===== src/common/wpc_pkg.sv =====
// Package: constants, enums and carrier structs for waveform parameter control
package wpc_pkg;
  // Function selection codes
  typedef enum logic [2:0] {
    WPC_FN_SINE  = 3'h0,
    WPC_FN_SQR   = 3'h1,
    WPC_FN_TRI   = 3'h2,
    WPC_FN_RAMP  = 3'h3,
    WPC_FN_NOISE = 3'h4,
    WPC_FN_ARB   = 3'h5
  } wpc_func_t;

  // Modulation type codes
  typedef enum logic [2:0] {
    WPC_MOD_LIN   = 3'h0,
    WPC_MOD_LOG   = 3'h1,
    WPC_MOD_AM    = 3'h2,
    WPC_MOD_FM    = 3'h3,
    WPC_MOD_PM    = 3'h4,
    WPC_MOD_BURST = 3'h5
  } wpc_mod_t;

  // Amplitude display unit
  typedef enum logic [1:0] {
    WPC_U_VPP  = 2'h0,
    WPC_U_VRMS = 2'h1,
    WPC_U_DBM  = 2'h2
  } wpc_unit_t;

  // Frequency display resolution
  typedef enum logic [1:0] {
    WPC_DISP_MILLI = 2'h0,
    WPC_DISP_MICRO = 2'h1,
    WPC_DISP_NOISE = 2'h2
  } wpc_disp_t;

  // Register map (word offsets = byte address, 32-bit words)
  localparam logic [7:0] WPC_A_CTRL   = 8'h00;
  localparam logic [7:0] WPC_A_FREQUENCY_KEY_L = 8'h04;
  localparam logic [7:0] WPC_A_FREQUENCY_KEY_H = 8'h08;
  localparam logic [7:0] WPC_A_STEP_L = 8'h0C;
  localparam logic [7:0] WPC_A_STEP_H = 8'h10;
  localparam logic [7:0] WPC_A_AMPLITUDE_KEY   = 8'h14;
  localparam logic [7:0] WPC_A_OFFS   = 8'h18;
  localparam logic [7:0] WPC_A_PHASE  = 8'h1C;
  localparam logic [7:0] WPC_A_ARBDIV = 8'h20;
  localparam logic [7:0] WPC_A_CMD    = 8'h24;
  localparam logic [7:0] WPC_A_STAT   = 8'h28;
  localparam logic [7:0] WPC_A_ARBLEN = 8'h2C;

  // CTRL fields
  localparam int WPC_C_FUNC  = 0;  // [2:0]
  localparam int WPC_C_MODT  = 4;  // [6:4]
  localparam int WPC_C_MODEN = 8;
  localparam int WPC_C_INV   = 9;
  localparam int WPC_C_UNIT  = 12; // [13:12]
  localparam int WPC_C_MODBAD = 16;

  // CMD bits (write one to act)
  localparam int WPC_K_UP   = 0;
  localparam int WPC_K_DOWN = 1;
  localparam int WPC_K_TTL  = 2;
  localparam int WPC_K_ECL  = 3;
  localparam int WPC_K_ZERO = 4;
  localparam int WPC_K_INVSEL = 5;
  localparam int WPC_K_CLRERR = 6;

  // STAT bits
  localparam int WPC_S_FERR  = 0;
  localparam int WPC_S_MERR  = 1;
  localparam int WPC_S_REJ   = 2;
  localparam int WPC_S_NOPH  = 3;
  localparam int WPC_S_NOAC  = 4;
  localparam int WPC_S_DISP  = 8;  // [9:8]
  localparam int WPC_S_RES   = 12; // [15:12] digit exponent

  // Frequency in microhertz, 48 bits
  localparam int WPC_FW = 48;
  localparam logic [47:0] WPC_FMAX_SQ  = 48'h1B77_C9B1_B000; // 30.2 MHz
  localparam logic [47:0] WPC_FMAX_TR  = 48'h0017_4876_E800; // 100 kHz
  localparam logic [47:0] WPC_F_1MHZ   = 48'h00E8_D4A5_1000;
  localparam logic [47:0] WPC_F_MILLI  = 48'h0000_0000_03E8;
  localparam logic [47:0] WPC_F_RST    = 48'h00E8_D4A5_1000; // 1 MHz

  // Voltages in millivolts, signed 16 bit; amplitude is peak-to-peak
  localparam logic [15:0] WPC_V_LIM    = 16'h1388; // 5 V
  localparam logic [15:0] WPC_V_TTL_A  = 16'h1388; // 5 Vpp
  localparam logic [15:0] WPC_V_TTL_O  = 16'h09C4; // 2.5 V
  localparam logic [15:0] WPC_V_ECL_A  = 16'h03E8; // 1 Vpp
  localparam logic [15:0] WPC_V_ECL_O  = 16'hFAEC; // -1.3 V
  localparam logic [15:0] WPC_V_RST_A  = 16'h03E8;

  // Phase in millidegrees, signed 32 bit
  localparam logic [31:0] WPC_PH_MAX   = 32'h006D_DCFF; // 7199.999 deg
  localparam logic [31:0] WPC_PH_MIN   = 32'hFF92_2301;

  // Sync pulse timing
  localparam int WPC_CLK_MHZ   = 200;
  localparam int WPC_SYNC_NS   = 25;
  localparam int WPC_SYNC_CYC  = (WPC_SYNC_NS * WPC_CLK_MHZ + 999) / 1000;

  // Register bus request
  typedef struct packed {
    logic        wr;
    logic        rd;
    logic [7:0]  addr;
    logic [31:0] wdata;
  } wpc_bus_t;

  // Settings applied to the synthesis core and output stage
  typedef struct packed {
    logic [2:0]  func;
    logic [47:0] frequency_key;
    logic [33:0] arb_div;
    logic [15:0] amplitude_key;
    logic [15:0] offs;
    logic [31:0] phase;
    logic        ac_on;
    logic        invert;
    logic        mod_en;
  } wpc_core_t;
endpackage


===== src/hw/wpc_top.sv =====
// Waveform parameter control: validation, presets, arb stepping and sync
`timescale 1ns/100ps
module wpc_top #(
  parameter int ARB_AW = 12  // Address width of waveform point counter
) (
  input  wire logic                mclk,
  input  wire logic                rst,
  input  wire logic [7:0]          bus_addr,
  input  wire logic [31:0]         bus_wdata,
  input  wire logic                bus_wr,
  input  wire logic                bus_rd,
  output logic      [31:0]         bus_rdata,
  output wpc_pkg::wpc_core_t       core,
  output logic      [ARB_AW-1:0]   arb_point,
  output logic                     sync_n
);

  ////////////////////////////////////////////////////////////////////////////
  // Helpers
  // Frequency ceiling per function; noise, arb and unused codes fall back to the sine/square ceiling
  function automatic logic [47:0] fmax(input logic [2:0] f);
    unique case (f)
      wpc_pkg::WPC_FN_SINE, wpc_pkg::WPC_FN_SQR: fmax = wpc_pkg::WPC_FMAX_SQ;
      wpc_pkg::WPC_FN_TRI, wpc_pkg::WPC_FN_RAMP: fmax = wpc_pkg::WPC_FMAX_TR;
      default:                                   fmax = wpc_pkg::WPC_FMAX_SQ;
    endcase
  endfunction

  // Magnitude of a signed millivolt value
  function automatic logic [15:0] vabs(input logic [15:0] v);
    vabs = v[15] ? 16'(-v) : v;
  endfunction

  // Peak (half of peak-to-peak) plus |offset| within limit
  function automatic logic fits(input logic [15:0] a, input logic [15:0] o);
    logic [16:0] s;
    s = {2'h0, a[15:1]} + {1'h0, vabs(o)};
    fits = (s <= {1'h0, wpc_pkg::WPC_V_LIM}) && !o[15] | (s <= {1'h0,
           wpc_pkg::WPC_V_LIM});
  endfunction

  // Modulation legal for a function
  function automatic logic mod_ok(input logic [2:0] f, input logic [2:0] m);
    if (f == wpc_pkg::WPC_FN_NOISE) mod_ok = 1'b0;
    else if (f == wpc_pkg::WPC_FN_ARB)
      mod_ok = (m == wpc_pkg::WPC_MOD_AM) || (m == wpc_pkg::WPC_MOD_BURST);
    else mod_ok = 1'b1;
  endfunction

  // Decimal exponent of a millivolt magnitude's leading digit
  function automatic logic [3:0] dexp(input logic [15:0] v);
    if (v >= 16'h2710) dexp = 4'h4;
    else if (v >= 16'h03E8) dexp = 4'h3;
    else if (v >= 16'h0064) dexp = 4'h2;
    else if (v >= 16'h000A) dexp = 4'h1;
    else dexp = 4'h0;
  endfunction

  ////////////////////////////////////////////////////////////////////////////
  // State
  logic [2:0]  func_q;      // Selected function
  logic [2:0]  modt_q;      // Modulation type
  logic        moden_q;     // Modulation enable
  logic        modbad_q;    // Host flags parameters as conflicting
  logic        inv_q;       // Inversion enable
  logic        invsel_q;    // Adjust keys act on inversion
  logic [1:0]  unit_q;      // Display unit only
  logic [47:0] frequency_key_q;      // Standard function frequency, uHz
  logic [47:0] step_q;      // Adjust step
  logic [15:0] amplitude_key_q;      // Peak-to-peak, mV
  logic [15:0] offs_q;      // Offset, mV signed
  logic [31:0] phase_q;     // Entered phase, mdeg
  logic [31:0] phref_q;     // Zero reference
  logic [33:0] div_q;       // Arb divider N
  logic [ARB_AW-1:0] arblen_q; // Last point index
  logic        ferr_q, merr_q, rej_q, noph_q;
  logic [31:0] rdata_q;

  wire wpc_pkg::wpc_bus_t req = '{wr: bus_wr, rd: bus_rd, addr: bus_addr,
                                  wdata: bus_wdata};
  wire logic       cmd_wr   = req.wr && req.addr == wpc_pkg::WPC_A_CMD;
  wire logic [2:0] wfunc    = req.wdata[wpc_pkg::WPC_C_FUNC +: 3];
  wire logic [2:0] wmodt    = req.wdata[wpc_pkg::WPC_C_MODT +: 3];
  wire logic       fn_chg   = req.wr && req.addr == wpc_pkg::WPC_A_CTRL
                              && wfunc != func_q;
  wire logic       wbad     = req.wdata[wpc_pkg::WPC_C_MODBAD];
  // Phase lock condition
  wire logic       ph_lock  = func_q == wpc_pkg::WPC_FN_NOISE
                           || func_q == wpc_pkg::WPC_FN_ARB
                           || (moden_q && (modt_q == wpc_pkg::WPC_MOD_LIN
                               || modt_q == wpc_pkg::WPC_MOD_LOG
                               || modt_q == wpc_pkg::WPC_MOD_FM
                               || modt_q == wpc_pkg::WPC_MOD_PM));
  wire logic       inv_ok   = func_q == wpc_pkg::WPC_FN_RAMP
                           || func_q == wpc_pkg::WPC_FN_ARB;
  wire logic       is_noise = func_q == wpc_pkg::WPC_FN_NOISE;
  wire logic [47:0] fup     = frequency_key_q + step_q;
  wire logic [47:0] fdn     = frequency_key_q - step_q;
  wire logic        up_k    = cmd_wr && req.wdata[wpc_pkg::WPC_K_UP];
  wire logic        dn_k    = cmd_wr && req.wdata[wpc_pkg::WPC_K_DOWN];
  wire logic [47:0] wfreq   = {req.wdata[15:0], frequency_key_q[31:0]};
  wire logic [31:0] wphase  = req.wdata;
  wire logic        ph_inr  = $signed(wphase) <= $signed(wpc_pkg::WPC_PH_MAX)
                           && $signed(wphase) >= $signed(wpc_pkg::WPC_PH_MIN);
  // Arb rate request: host writes desired N times two (one fraction bit)
  wire logic [34:0] div_rnd = 35'({1'b0, req.wdata} + 33'h1) >> 1;

  ////////////////////////////////////////////////////////////////////////////
  // Settings register file and validation
  always_ff @(posedge mclk) begin
    if (rst) begin
      func_q <= 3'h0; modt_q <= 3'h2; moden_q <= 1'b0; modbad_q <= 1'b0;
      inv_q <= 1'b0; invsel_q <= 1'b0; unit_q <= 2'h0;
      frequency_key_q <= wpc_pkg::WPC_F_RST; step_q <= wpc_pkg::WPC_F_MILLI;
      amplitude_key_q <= wpc_pkg::WPC_V_RST_A; offs_q <= 16'h0000;
      phase_q <= 32'h0000_0000; phref_q <= 32'h0000_0000;
      div_q <= 34'h1; arblen_q <= '1;
      ferr_q <= 1'b0; merr_q <= 1'b0; rej_q <= 1'b0; noph_q <= 1'b0;
    end else begin
      // Error flags clear first so a same-cycle event wins
      if (cmd_wr && req.wdata[wpc_pkg::WPC_K_CLRERR]) begin
        ferr_q <= 1'b0; merr_q <= 1'b0; rej_q <= 1'b0; noph_q <= 1'b0;
      end
      if (req.wr) begin
        unique case (req.addr)
          wpc_pkg::WPC_A_CTRL: begin
            func_q   <= wfunc;       // Amplitude untouched
            modt_q   <= wmodt;
            modbad_q <= wbad;
            unit_q   <= req.wdata[wpc_pkg::WPC_C_UNIT +: 2];
            if (fn_chg && wfunc != wpc_pkg::WPC_FN_NOISE
                && wfunc != wpc_pkg::WPC_FN_ARB && frequency_key_q > fmax(wfunc)) begin
              frequency_key_q <= fmax(wfunc);
              ferr_q <= 1'b1;
            end
            if (fn_chg && moden_q && (!mod_ok(wfunc, wmodt) || wbad)) begin
              moden_q <= 1'b0;
              merr_q  <= 1'b1;
            end else if (req.wdata[wpc_pkg::WPC_C_MODEN]
                         && !(mod_ok(wfunc, wmodt) && !wbad)) begin
              moden_q <= 1'b0;
              merr_q  <= 1'b1;
            end else begin
              moden_q <= req.wdata[wpc_pkg::WPC_C_MODEN];
            end
            if (!(wfunc == wpc_pkg::WPC_FN_RAMP
                  || wfunc == wpc_pkg::WPC_FN_ARB))
              inv_q <= 1'b0;
          end
          wpc_pkg::WPC_A_FREQUENCY_KEY_L, wpc_pkg::WPC_A_FREQUENCY_KEY_H: begin
            if (is_noise) rej_q <= 1'b1;
            else if (req.addr == wpc_pkg::WPC_A_FREQUENCY_KEY_L)
              frequency_key_q <= {frequency_key_q[47:32], req.wdata};
            else if (wfreq > fmax(func_q)) rej_q <= 1'b1;
            else frequency_key_q <= wfreq;
          end
          wpc_pkg::WPC_A_STEP_L: step_q <= {step_q[47:32], req.wdata};
          wpc_pkg::WPC_A_STEP_H: step_q <= {req.wdata[15:0], step_q[31:0]};
          wpc_pkg::WPC_A_AMPLITUDE_KEY: begin
            if (fits(req.wdata[15:0], offs_q)) amplitude_key_q <= req.wdata[15:0];
            else rej_q <= 1'b1;
          end
          wpc_pkg::WPC_A_OFFS: begin
            if (vabs(req.wdata[15:0]) <= wpc_pkg::WPC_V_LIM
                && fits(amplitude_key_q, req.wdata[15:0]))
              offs_q <= req.wdata[15:0];
            else rej_q <= 1'b1;
          end
          wpc_pkg::WPC_A_PHASE: begin
            if (ph_lock) noph_q <= 1'b1;
            else if (ph_inr) phase_q <= wphase;
            else rej_q <= 1'b1;
          end
          wpc_pkg::WPC_A_ARBDIV: begin
            if (div_rnd[33:0] == 34'h0) div_q <= 34'h1;
            else div_q <= div_rnd[33:0];
          end
          wpc_pkg::WPC_A_ARBLEN: arblen_q <= req.wdata[ARB_AW-1:0];
          wpc_pkg::WPC_A_CMD: begin
            if (req.wdata[wpc_pkg::WPC_K_INVSEL])
              invsel_q <= ~invsel_q;
            if (req.wdata[wpc_pkg::WPC_K_TTL]) begin
              amplitude_key_q <= wpc_pkg::WPC_V_TTL_A;
              offs_q <= wpc_pkg::WPC_V_TTL_O;
            end
            if (req.wdata[wpc_pkg::WPC_K_ECL]) begin
              amplitude_key_q <= wpc_pkg::WPC_V_ECL_A;
              offs_q <= wpc_pkg::WPC_V_ECL_O;
            end
            if (req.wdata[wpc_pkg::WPC_K_ZERO]) begin
              phref_q <= 32'(phref_q + phase_q);
              phase_q <= 32'h0000_0000;
            end
            if (invsel_q && inv_ok && (up_k || dn_k))
              inv_q <= up_k;
            else if (!invsel_q && is_noise && (up_k || dn_k))
              rej_q <= 1'b1;
            else if (!invsel_q && up_k && fup <= fmax(func_q)
                     && fup > frequency_key_q)
              frequency_key_q <= fup;
            else if (!invsel_q && dn_k && frequency_key_q > step_q)
              frequency_key_q <= fdn;
          end
          default: ;
        endcase
      end
    end
  end

  ////////////////////////////////////////////////////////////////////////////
  // Display helpers
  wire logic [1:0] disp_w = is_noise ? wpc_pkg::WPC_DISP_NOISE
                    : (frequency_key_q < wpc_pkg::WPC_F_1MHZ
                       && (frequency_key_q % wpc_pkg::WPC_F_MILLI) != 48'h0)
                      ? wpc_pkg::WPC_DISP_MICRO : wpc_pkg::WPC_DISP_MILLI;
  wire logic [15:0] big_w = (offs_q == 16'h0) ? amplitude_key_q
                   : (amplitude_key_q == 16'h0) ? vabs(offs_q)
                   : (amplitude_key_q > vabs(offs_q)) ? amplitude_key_q : vabs(offs_q);
  // Lowest settable digit for three significant digits
  wire logic [3:0] res_w = (dexp(big_w) > 4'h2) ? 4'(dexp(big_w) - 4'h2)
                                                : 4'h0;
  wire logic noac_w = amplitude_key_q == 16'h0 && unit_q == wpc_pkg::WPC_U_DBM;

  wire logic [31:0] stat_w = 32'(ferr_q) << wpc_pkg::WPC_S_FERR
                           | 32'(merr_q) << wpc_pkg::WPC_S_MERR
                           | 32'(rej_q)  << wpc_pkg::WPC_S_REJ
                           | 32'(noph_q) << wpc_pkg::WPC_S_NOPH
                           | 32'(noac_w) << wpc_pkg::WPC_S_NOAC
                           | 32'(disp_w) << wpc_pkg::WPC_S_DISP
                           | 32'(res_w)  << wpc_pkg::WPC_S_RES;
  wire logic [31:0] ctrl_w = 32'(func_q) << wpc_pkg::WPC_C_FUNC
                           | 32'(modt_q) << wpc_pkg::WPC_C_MODT
                           | 32'(moden_q) << wpc_pkg::WPC_C_MODEN
                           | 32'(inv_q)  << wpc_pkg::WPC_C_INV
                           | 32'(unit_q) << wpc_pkg::WPC_C_UNIT
                           | 32'(modbad_q) << wpc_pkg::WPC_C_MODBAD;
  // Read mux; unmapped addresses and CMD read as zero
  wire logic [31:0] rmux = (req.addr == wpc_pkg::WPC_A_CTRL) ? ctrl_w
    : (req.addr == wpc_pkg::WPC_A_FREQUENCY_KEY_L) ? frequency_key_q[31:0]
    : (req.addr == wpc_pkg::WPC_A_FREQUENCY_KEY_H) ? {16'h0, frequency_key_q[47:32]}
    : (req.addr == wpc_pkg::WPC_A_STEP_L) ? step_q[31:0]
    : (req.addr == wpc_pkg::WPC_A_STEP_H) ? {16'h0, step_q[47:32]}
    : (req.addr == wpc_pkg::WPC_A_AMPLITUDE_KEY)   ? {16'h0, amplitude_key_q}
    : (req.addr == wpc_pkg::WPC_A_OFFS)   ? {16'h0, offs_q}
    : (req.addr == wpc_pkg::WPC_A_PHASE)  ? phase_q
    : (req.addr == wpc_pkg::WPC_A_ARBDIV) ? div_q[31:0]
    : (req.addr == wpc_pkg::WPC_A_ARBLEN) ? 32'(arblen_q)
    : (req.addr == wpc_pkg::WPC_A_STAT)   ? stat_w : 32'h0;

  // Read data valid only in the cycle after the strobe
  always_ff @(posedge mclk) begin
    if (rst) rdata_q <= 32'h0;
    else rdata_q <= req.rd ? rmux : 32'h0;
  end
  assign bus_rdata = rdata_q;

  ////////////////////////////////////////////////////////////////////////////
  // Arb point stepping: clock enable every N master periods
  // The divider counts periods of the 200 MHz master clock directly, without prescaling
  logic [33:0]       dcnt_q;
  logic [ARB_AW-1:0] pt_q;
  logic [2:0]        scnt_q;
  logic              sync_q;
  wire logic is_arb  = func_q == wpc_pkg::WPC_FN_ARB;
  wire logic step_en = is_arb && dcnt_q >= div_q - 34'h1;
  wire logic wrap    = step_en && pt_q == arblen_q;
  wire logic sync_kill = is_noise
                      || (moden_q && modt_q == wpc_pkg::WPC_MOD_BURST);

  // Dwell one sample period per point
  always_ff @(posedge mclk) begin
    if (rst || !is_arb) begin
      dcnt_q <= 34'h0;
      pt_q   <= '0;
    end else if (step_en) begin
      dcnt_q <= 34'h0;
      pt_q   <= wrap ? '0 : ARB_AW'(pt_q + 1'b1);
    end else begin
      dcnt_q <= 34'(dcnt_q + 34'h1);
    end
  end

  // Sync: 25 ns low pulse at each pass start, suppressed high otherwise
  always_ff @(posedge mclk) begin
    if (rst) begin
      scnt_q <= 3'h0;
      sync_q <= 1'b1;
    end else if (sync_kill) begin
      scnt_q <= 3'h0;
      sync_q <= 1'b1;
    end else if (wrap) begin
      scnt_q <= 3'(wpc_pkg::WPC_SYNC_CYC - 1);
      sync_q <= 1'b0;
    end else if (scnt_q != 3'h0) begin
      scnt_q <= 3'(scnt_q - 3'h1);
    end else begin
      sync_q <= 1'b1;
    end
  end
  assign sync_n    = sync_q;
  assign arb_point = pt_q;

  ////////////////////////////////////////////////////////////////////////////
  // Core outputs, registered; phase is relative to the timebase
  always_ff @(posedge mclk) begin
    if (rst) core <= '0;
    else begin
      core.func    <= func_q;
      core.frequency_key    <= frequency_key_q;
      core.arb_div <= div_q;
      core.amplitude_key    <= amplitude_key_q;
      core.offs    <= offs_q;
      core.phase   <= 32'(phref_q + phase_q);
      core.ac_on   <= amplitude_key_q != 16'h0;
      core.invert  <= inv_q && inv_ok;
      core.mod_en  <= moden_q;
    end
  end

  ////////////////////////////////////////////////////////////////////////////
  // Checks
  sync_quiet_a: assert property (@(posedge mclk) disable iff (rst)
    sync_kill |=> sync_n) else $error("sync active while suppressed");
  // Suppression may cut a pulse short, so it stops the width check
  sync_width_a: assert property (@(posedge mclk) disable iff (rst || sync_kill)
    $fell(sync_n) && !sync_kill |-> !sync_n [*5] ##1 sync_n)
    else $error("sync pulse width wrong");
  frequency_key_clamp_a: assert property (@(posedge mclk) disable iff (rst)
    fn_chg && wfunc == wpc_pkg::WPC_FN_TRI && frequency_key_q > wpc_pkg::WPC_FMAX_TR
    |=> frequency_key_q == wpc_pkg::WPC_FMAX_TR && ferr_q)
    else $error("frequency not clamped");
  mod_off_a: assert property (@(posedge mclk) disable iff (rst)
    fn_chg && moden_q && wfunc == wpc_pkg::WPC_FN_NOISE
    |=> !moden_q && merr_q) else $error("modulation not dropped");
  noise_frequency_key_a: assert property (@(posedge mclk) disable iff (rst)
    is_noise && !fn_chg |=> $stable(frequency_key_q))
    else $error("noise frequency changed");
  amplitude_key_keep_a: assert property (@(posedge mclk) disable iff (rst)
    fn_chg |=> $stable(amplitude_key_q)) else $error("amplitude moved");
  ttl_load_a: assert property (@(posedge mclk) disable iff (rst)
    cmd_wr && req.wdata[wpc_pkg::WPC_K_TTL] && !req.wdata[wpc_pkg::WPC_K_ECL]
    |=> amplitude_key_q == wpc_pkg::WPC_V_TTL_A && offs_q == wpc_pkg::WPC_V_TTL_O)
    else $error("TTL preset not loaded");
  phase_lock_a: assert property (@(posedge mclk) disable iff (rst)
    req.wr && req.addr == wpc_pkg::WPC_A_PHASE && ph_lock
    |=> $stable(phase_q) && noph_q) else $error("phase changed");
  offs_range_a: assert property (@(posedge mclk) disable iff (rst)
    vabs(offs_q) <= wpc_pkg::WPC_V_LIM) else $error("offset too big");
endmodule


===== config.mk =====
export PLATFORM = sky130hd
export DESIGN_NAME = wpc_top
export DESIGN_NICKNAME = d
export VERILOG_FILES = /design/src/common/wpc_pkg.sv /design/src/hw/wpc_top.sv
export SDC_FILE = /design/constraint.sdc
export NUM_CORES = 2
export LEC_CHECK = 0
export ABC_AREA = 1
export BUFFER_PORTS_ARGS = -buffer_cell sky130_fd_sc_hd__buf_4
export CAP_MARGIN = 10
export CELL_PAD_IN_SITES_DETAIL_PLACEMENT = 1
export CELL_PAD_IN_SITES_GLOBAL_PLACEMENT = 2
export CORE_MARGIN = 1
export CORE_UTILIZATION = 38
export CTS_CLUSTER_SIZE = 10
export DETAILED_ROUTE_END_ITERATION = 16
export MAX_ROUTING_LAYER = met4
export PLACE_DENSITY = 0.87
export SLEW_MARGIN = 10
export SYNTH_ARGS = -nofsm -noshare
export SYNTH_HDL_FRONTEND = slang
export SYNTH_SLANG_ARGS = --single-unit

===== constraint.sdc =====
create_clock -name mclk -period 44.9 [get_ports mclk]
set_clock_uncertainty 0.2 [all_clocks]
set_input_delay 2.245 -clock mclk [delete_from_list [all_inputs] [get_ports mclk]]
set_output_delay 2.245 -clock mclk [all_outputs]
set_load 0.01 [all_outputs]

==> results.ini <==
[worst_setup_path]
worst_setup_path_start_kind=register
crit_top_cell=nand2_2
cp_max_fo=8
crit_slowest_cell=dfxtp_1
startpoint=frequency_key_q[43]$_SDFFE_PP0P_
r2r_slack_ps=21150
worstRegToRegCells=201
slowest_delay_ps=530
reg2reg_from=frequency_key_q[43]$_SDFFE_PP0P_
required_ps=45250
rr_endpoint=bus_rdata[8]$_SDFF_PP0_
worstPathArrival_ps=24100
path_class=register to register
end_kind=register

[placement]
place_hpwl_mm=144.8
gp_congestion=1.003
dp_slack_ps=21290
port-buffer-count=238

[clock_network]
cts_tree=built
cts.sinks=484
numCtsBuffers=61
clockBufferDepth=3
cts-hold-fix-buffers=0
root_buffer=clkbuf_16
htree_num_levels=2
postCtsResizedCells=0
clk_pin_slew_ps=70
post_cts_buffers=0
insertion_delay_ps=730

[synthesis]
ys_seq_area_frac=0.2319
synth_cell_types=94
syn_avg_cell_area_um2=6.779
yosysWarningCount=0
syn_area_um2=41790
synth_edf_count=0
synth_cells=6164
ys_async_sr_fraction=0
netlist_top_cells_area=dfxtp_1, ha_1, nand2_1, inv_1, nor2_1
ys_seq_elements=484
synth_top_area_cell=dfxtp_1
synth_ff_type=dfxtp_1
synth_top_area_share=0.2319

[final_layout]
n_fill_cell=14135
areaGrowthSynthToFinish_pct=12.18
final_common_cell=nand2_1
final_core_util=0.4301
drive_above_1_share=0.1630
multi_input_area_um2=27960
nNetsFinal=6699
regArea_um2=9689
mostFrequentLayoutCells=nand2_1, inv_1, nor2_1

[floorplanning]
rows=121
die_x_um=333.6
start_util=0.3834
core_area_um2=109000
die_h_um=333.6
die-area_um2=111300
io_pins=241

[timing]
setup_viol=0
setup_slack_ps=21150
final_max_slew_viol_count=0
max_freq_mhz=42.11
worstMarginPinSlew_ps=1190
hold_viol=0
min_period_ps=23750
max_slew_margin=0.1994
period_share=0.5289
rsz0062_at_grt=false
tns_ps=0

[routing]
via_count=44058
routed_via_density=5.650
postRouteAntennaNets=0
wl_per_cell_um=23.31
drc=0
dr.pass1.iters=6
first_iter_violations=3712
wl_mm=181.8

[global_routing]
grt_max_degree=71
grt_pass1_vias=43712
overflow=0
grtUsageTotal=0.3280
antenna_found_initial=18
grt_first_pass_wirelength_mm=272.2

[hold_path]
hp-start=dcnt_q[0]$_SDFF_PP0_
hp-class=register to register
hold_end=dcnt_q[0]$_SDFF_PP0_
hold_path_depth=1

[job]
drv_cap=0

[run_status]
outcome=finished, final reports clean

## worst max-delay path: cells and delay by family, from the launching register on
family                 cells  cell delay (ps)
AND/OR/NAND/NOR          175            19070
AO/OA/AOI/OAI             12             2530
flip-flops                 1              530
buffers and inverters     14             1130
## stage by stage
step                hold WS [ps]  instances  area [um2]
floorplan                  229.7       6165       41790
global placement           247.5       7688       44950
detailed placement         251.6       7688       44950
CTS                        266.1       7782       46840
global route               298.0       7794       46870
finish                     262.3       7798       46880
## how the worst max path moves through the flow
| stage | end | slack [ps] | cells after the start |
|---|---|---|---|
| CTS | bus_rdata[8]$_SDFF_PP0_ | 21070 | 201 |
| detailed placement | bus_rdata[8]$_SDFF_PP0_ | 21290 | 203 |
| global route | bus_rdata[8]$_SDFF_PP0_ | 18480 | 195 |
| floorplan | bus_rdata[8]$_SDFF_PP0_ | 25550 | 203 |
| finish | bus_rdata[8]$_SDFF_PP0_ | 21150 | 201 |
| global placement | bus_rdata[8]$_SDFF_PP0_ | 21940 | 188 |
## registers in the layout, indices dropped and copies added (netlist names), 32 cells and up
name / cells
phase_q: 32
core: 150
bus_rdata: 32
div_q: 32
phref_q: 32
frequency_key_q: 48
dcnt_q: 34
step_q: 48
## layout make-up
class                           count  share of cell area
Clock buffer                       76             0.03483
Inverter                          896             0.07319
Antenna cell                       16           0.0008541
Clock inverter                     18            0.005338
Tap cell                         1414             0.03774
Multi-Input combinational cell   4614              0.5964
Sequential cell                   484              0.2067
Timing Repair Buffer              280             0.04492
## cells in the mapped netlist, types with 74 or more instances
master    count
nand3_2      80
nand2_2     204
dfxtp_1     484
o211ai_1     86
nand3_1     326
a21oi_1     439
nand4_1     109
xor2_1      259
nand2_1     939
inv_1       760
nor2_1      653
o21ai_0     352
inv_2        78
clkbuf_1    146
ha_1        313
nor3_1      118
nand2_4     101
o21ai_1      74
## layer usage
metal,GRT usage,up-vias,part of all wire
li1,-,20822,-
met1,0.4237,21420,0.44
met3,0.04605,345,0.067
met5,-,-,0
met2,0.5120,1471,0.45
met4,0.1345,0,0.046
## cell families after synthesis
family | share of synthesized area
AO/OA/AOI/OAI | 0.1776
XOR/XNOR | 0.05889
adder cells (fa/ha/maj) | 0.09611
buffers and inverters | 0.1001
flip-flops | 0.2319
other | 0.00008974
AND/OR/NAND/NOR | 0.3354
Power is not shown: default switching activity piles up to over one toggle a cycle in this logic, so the estimate is an artifact.
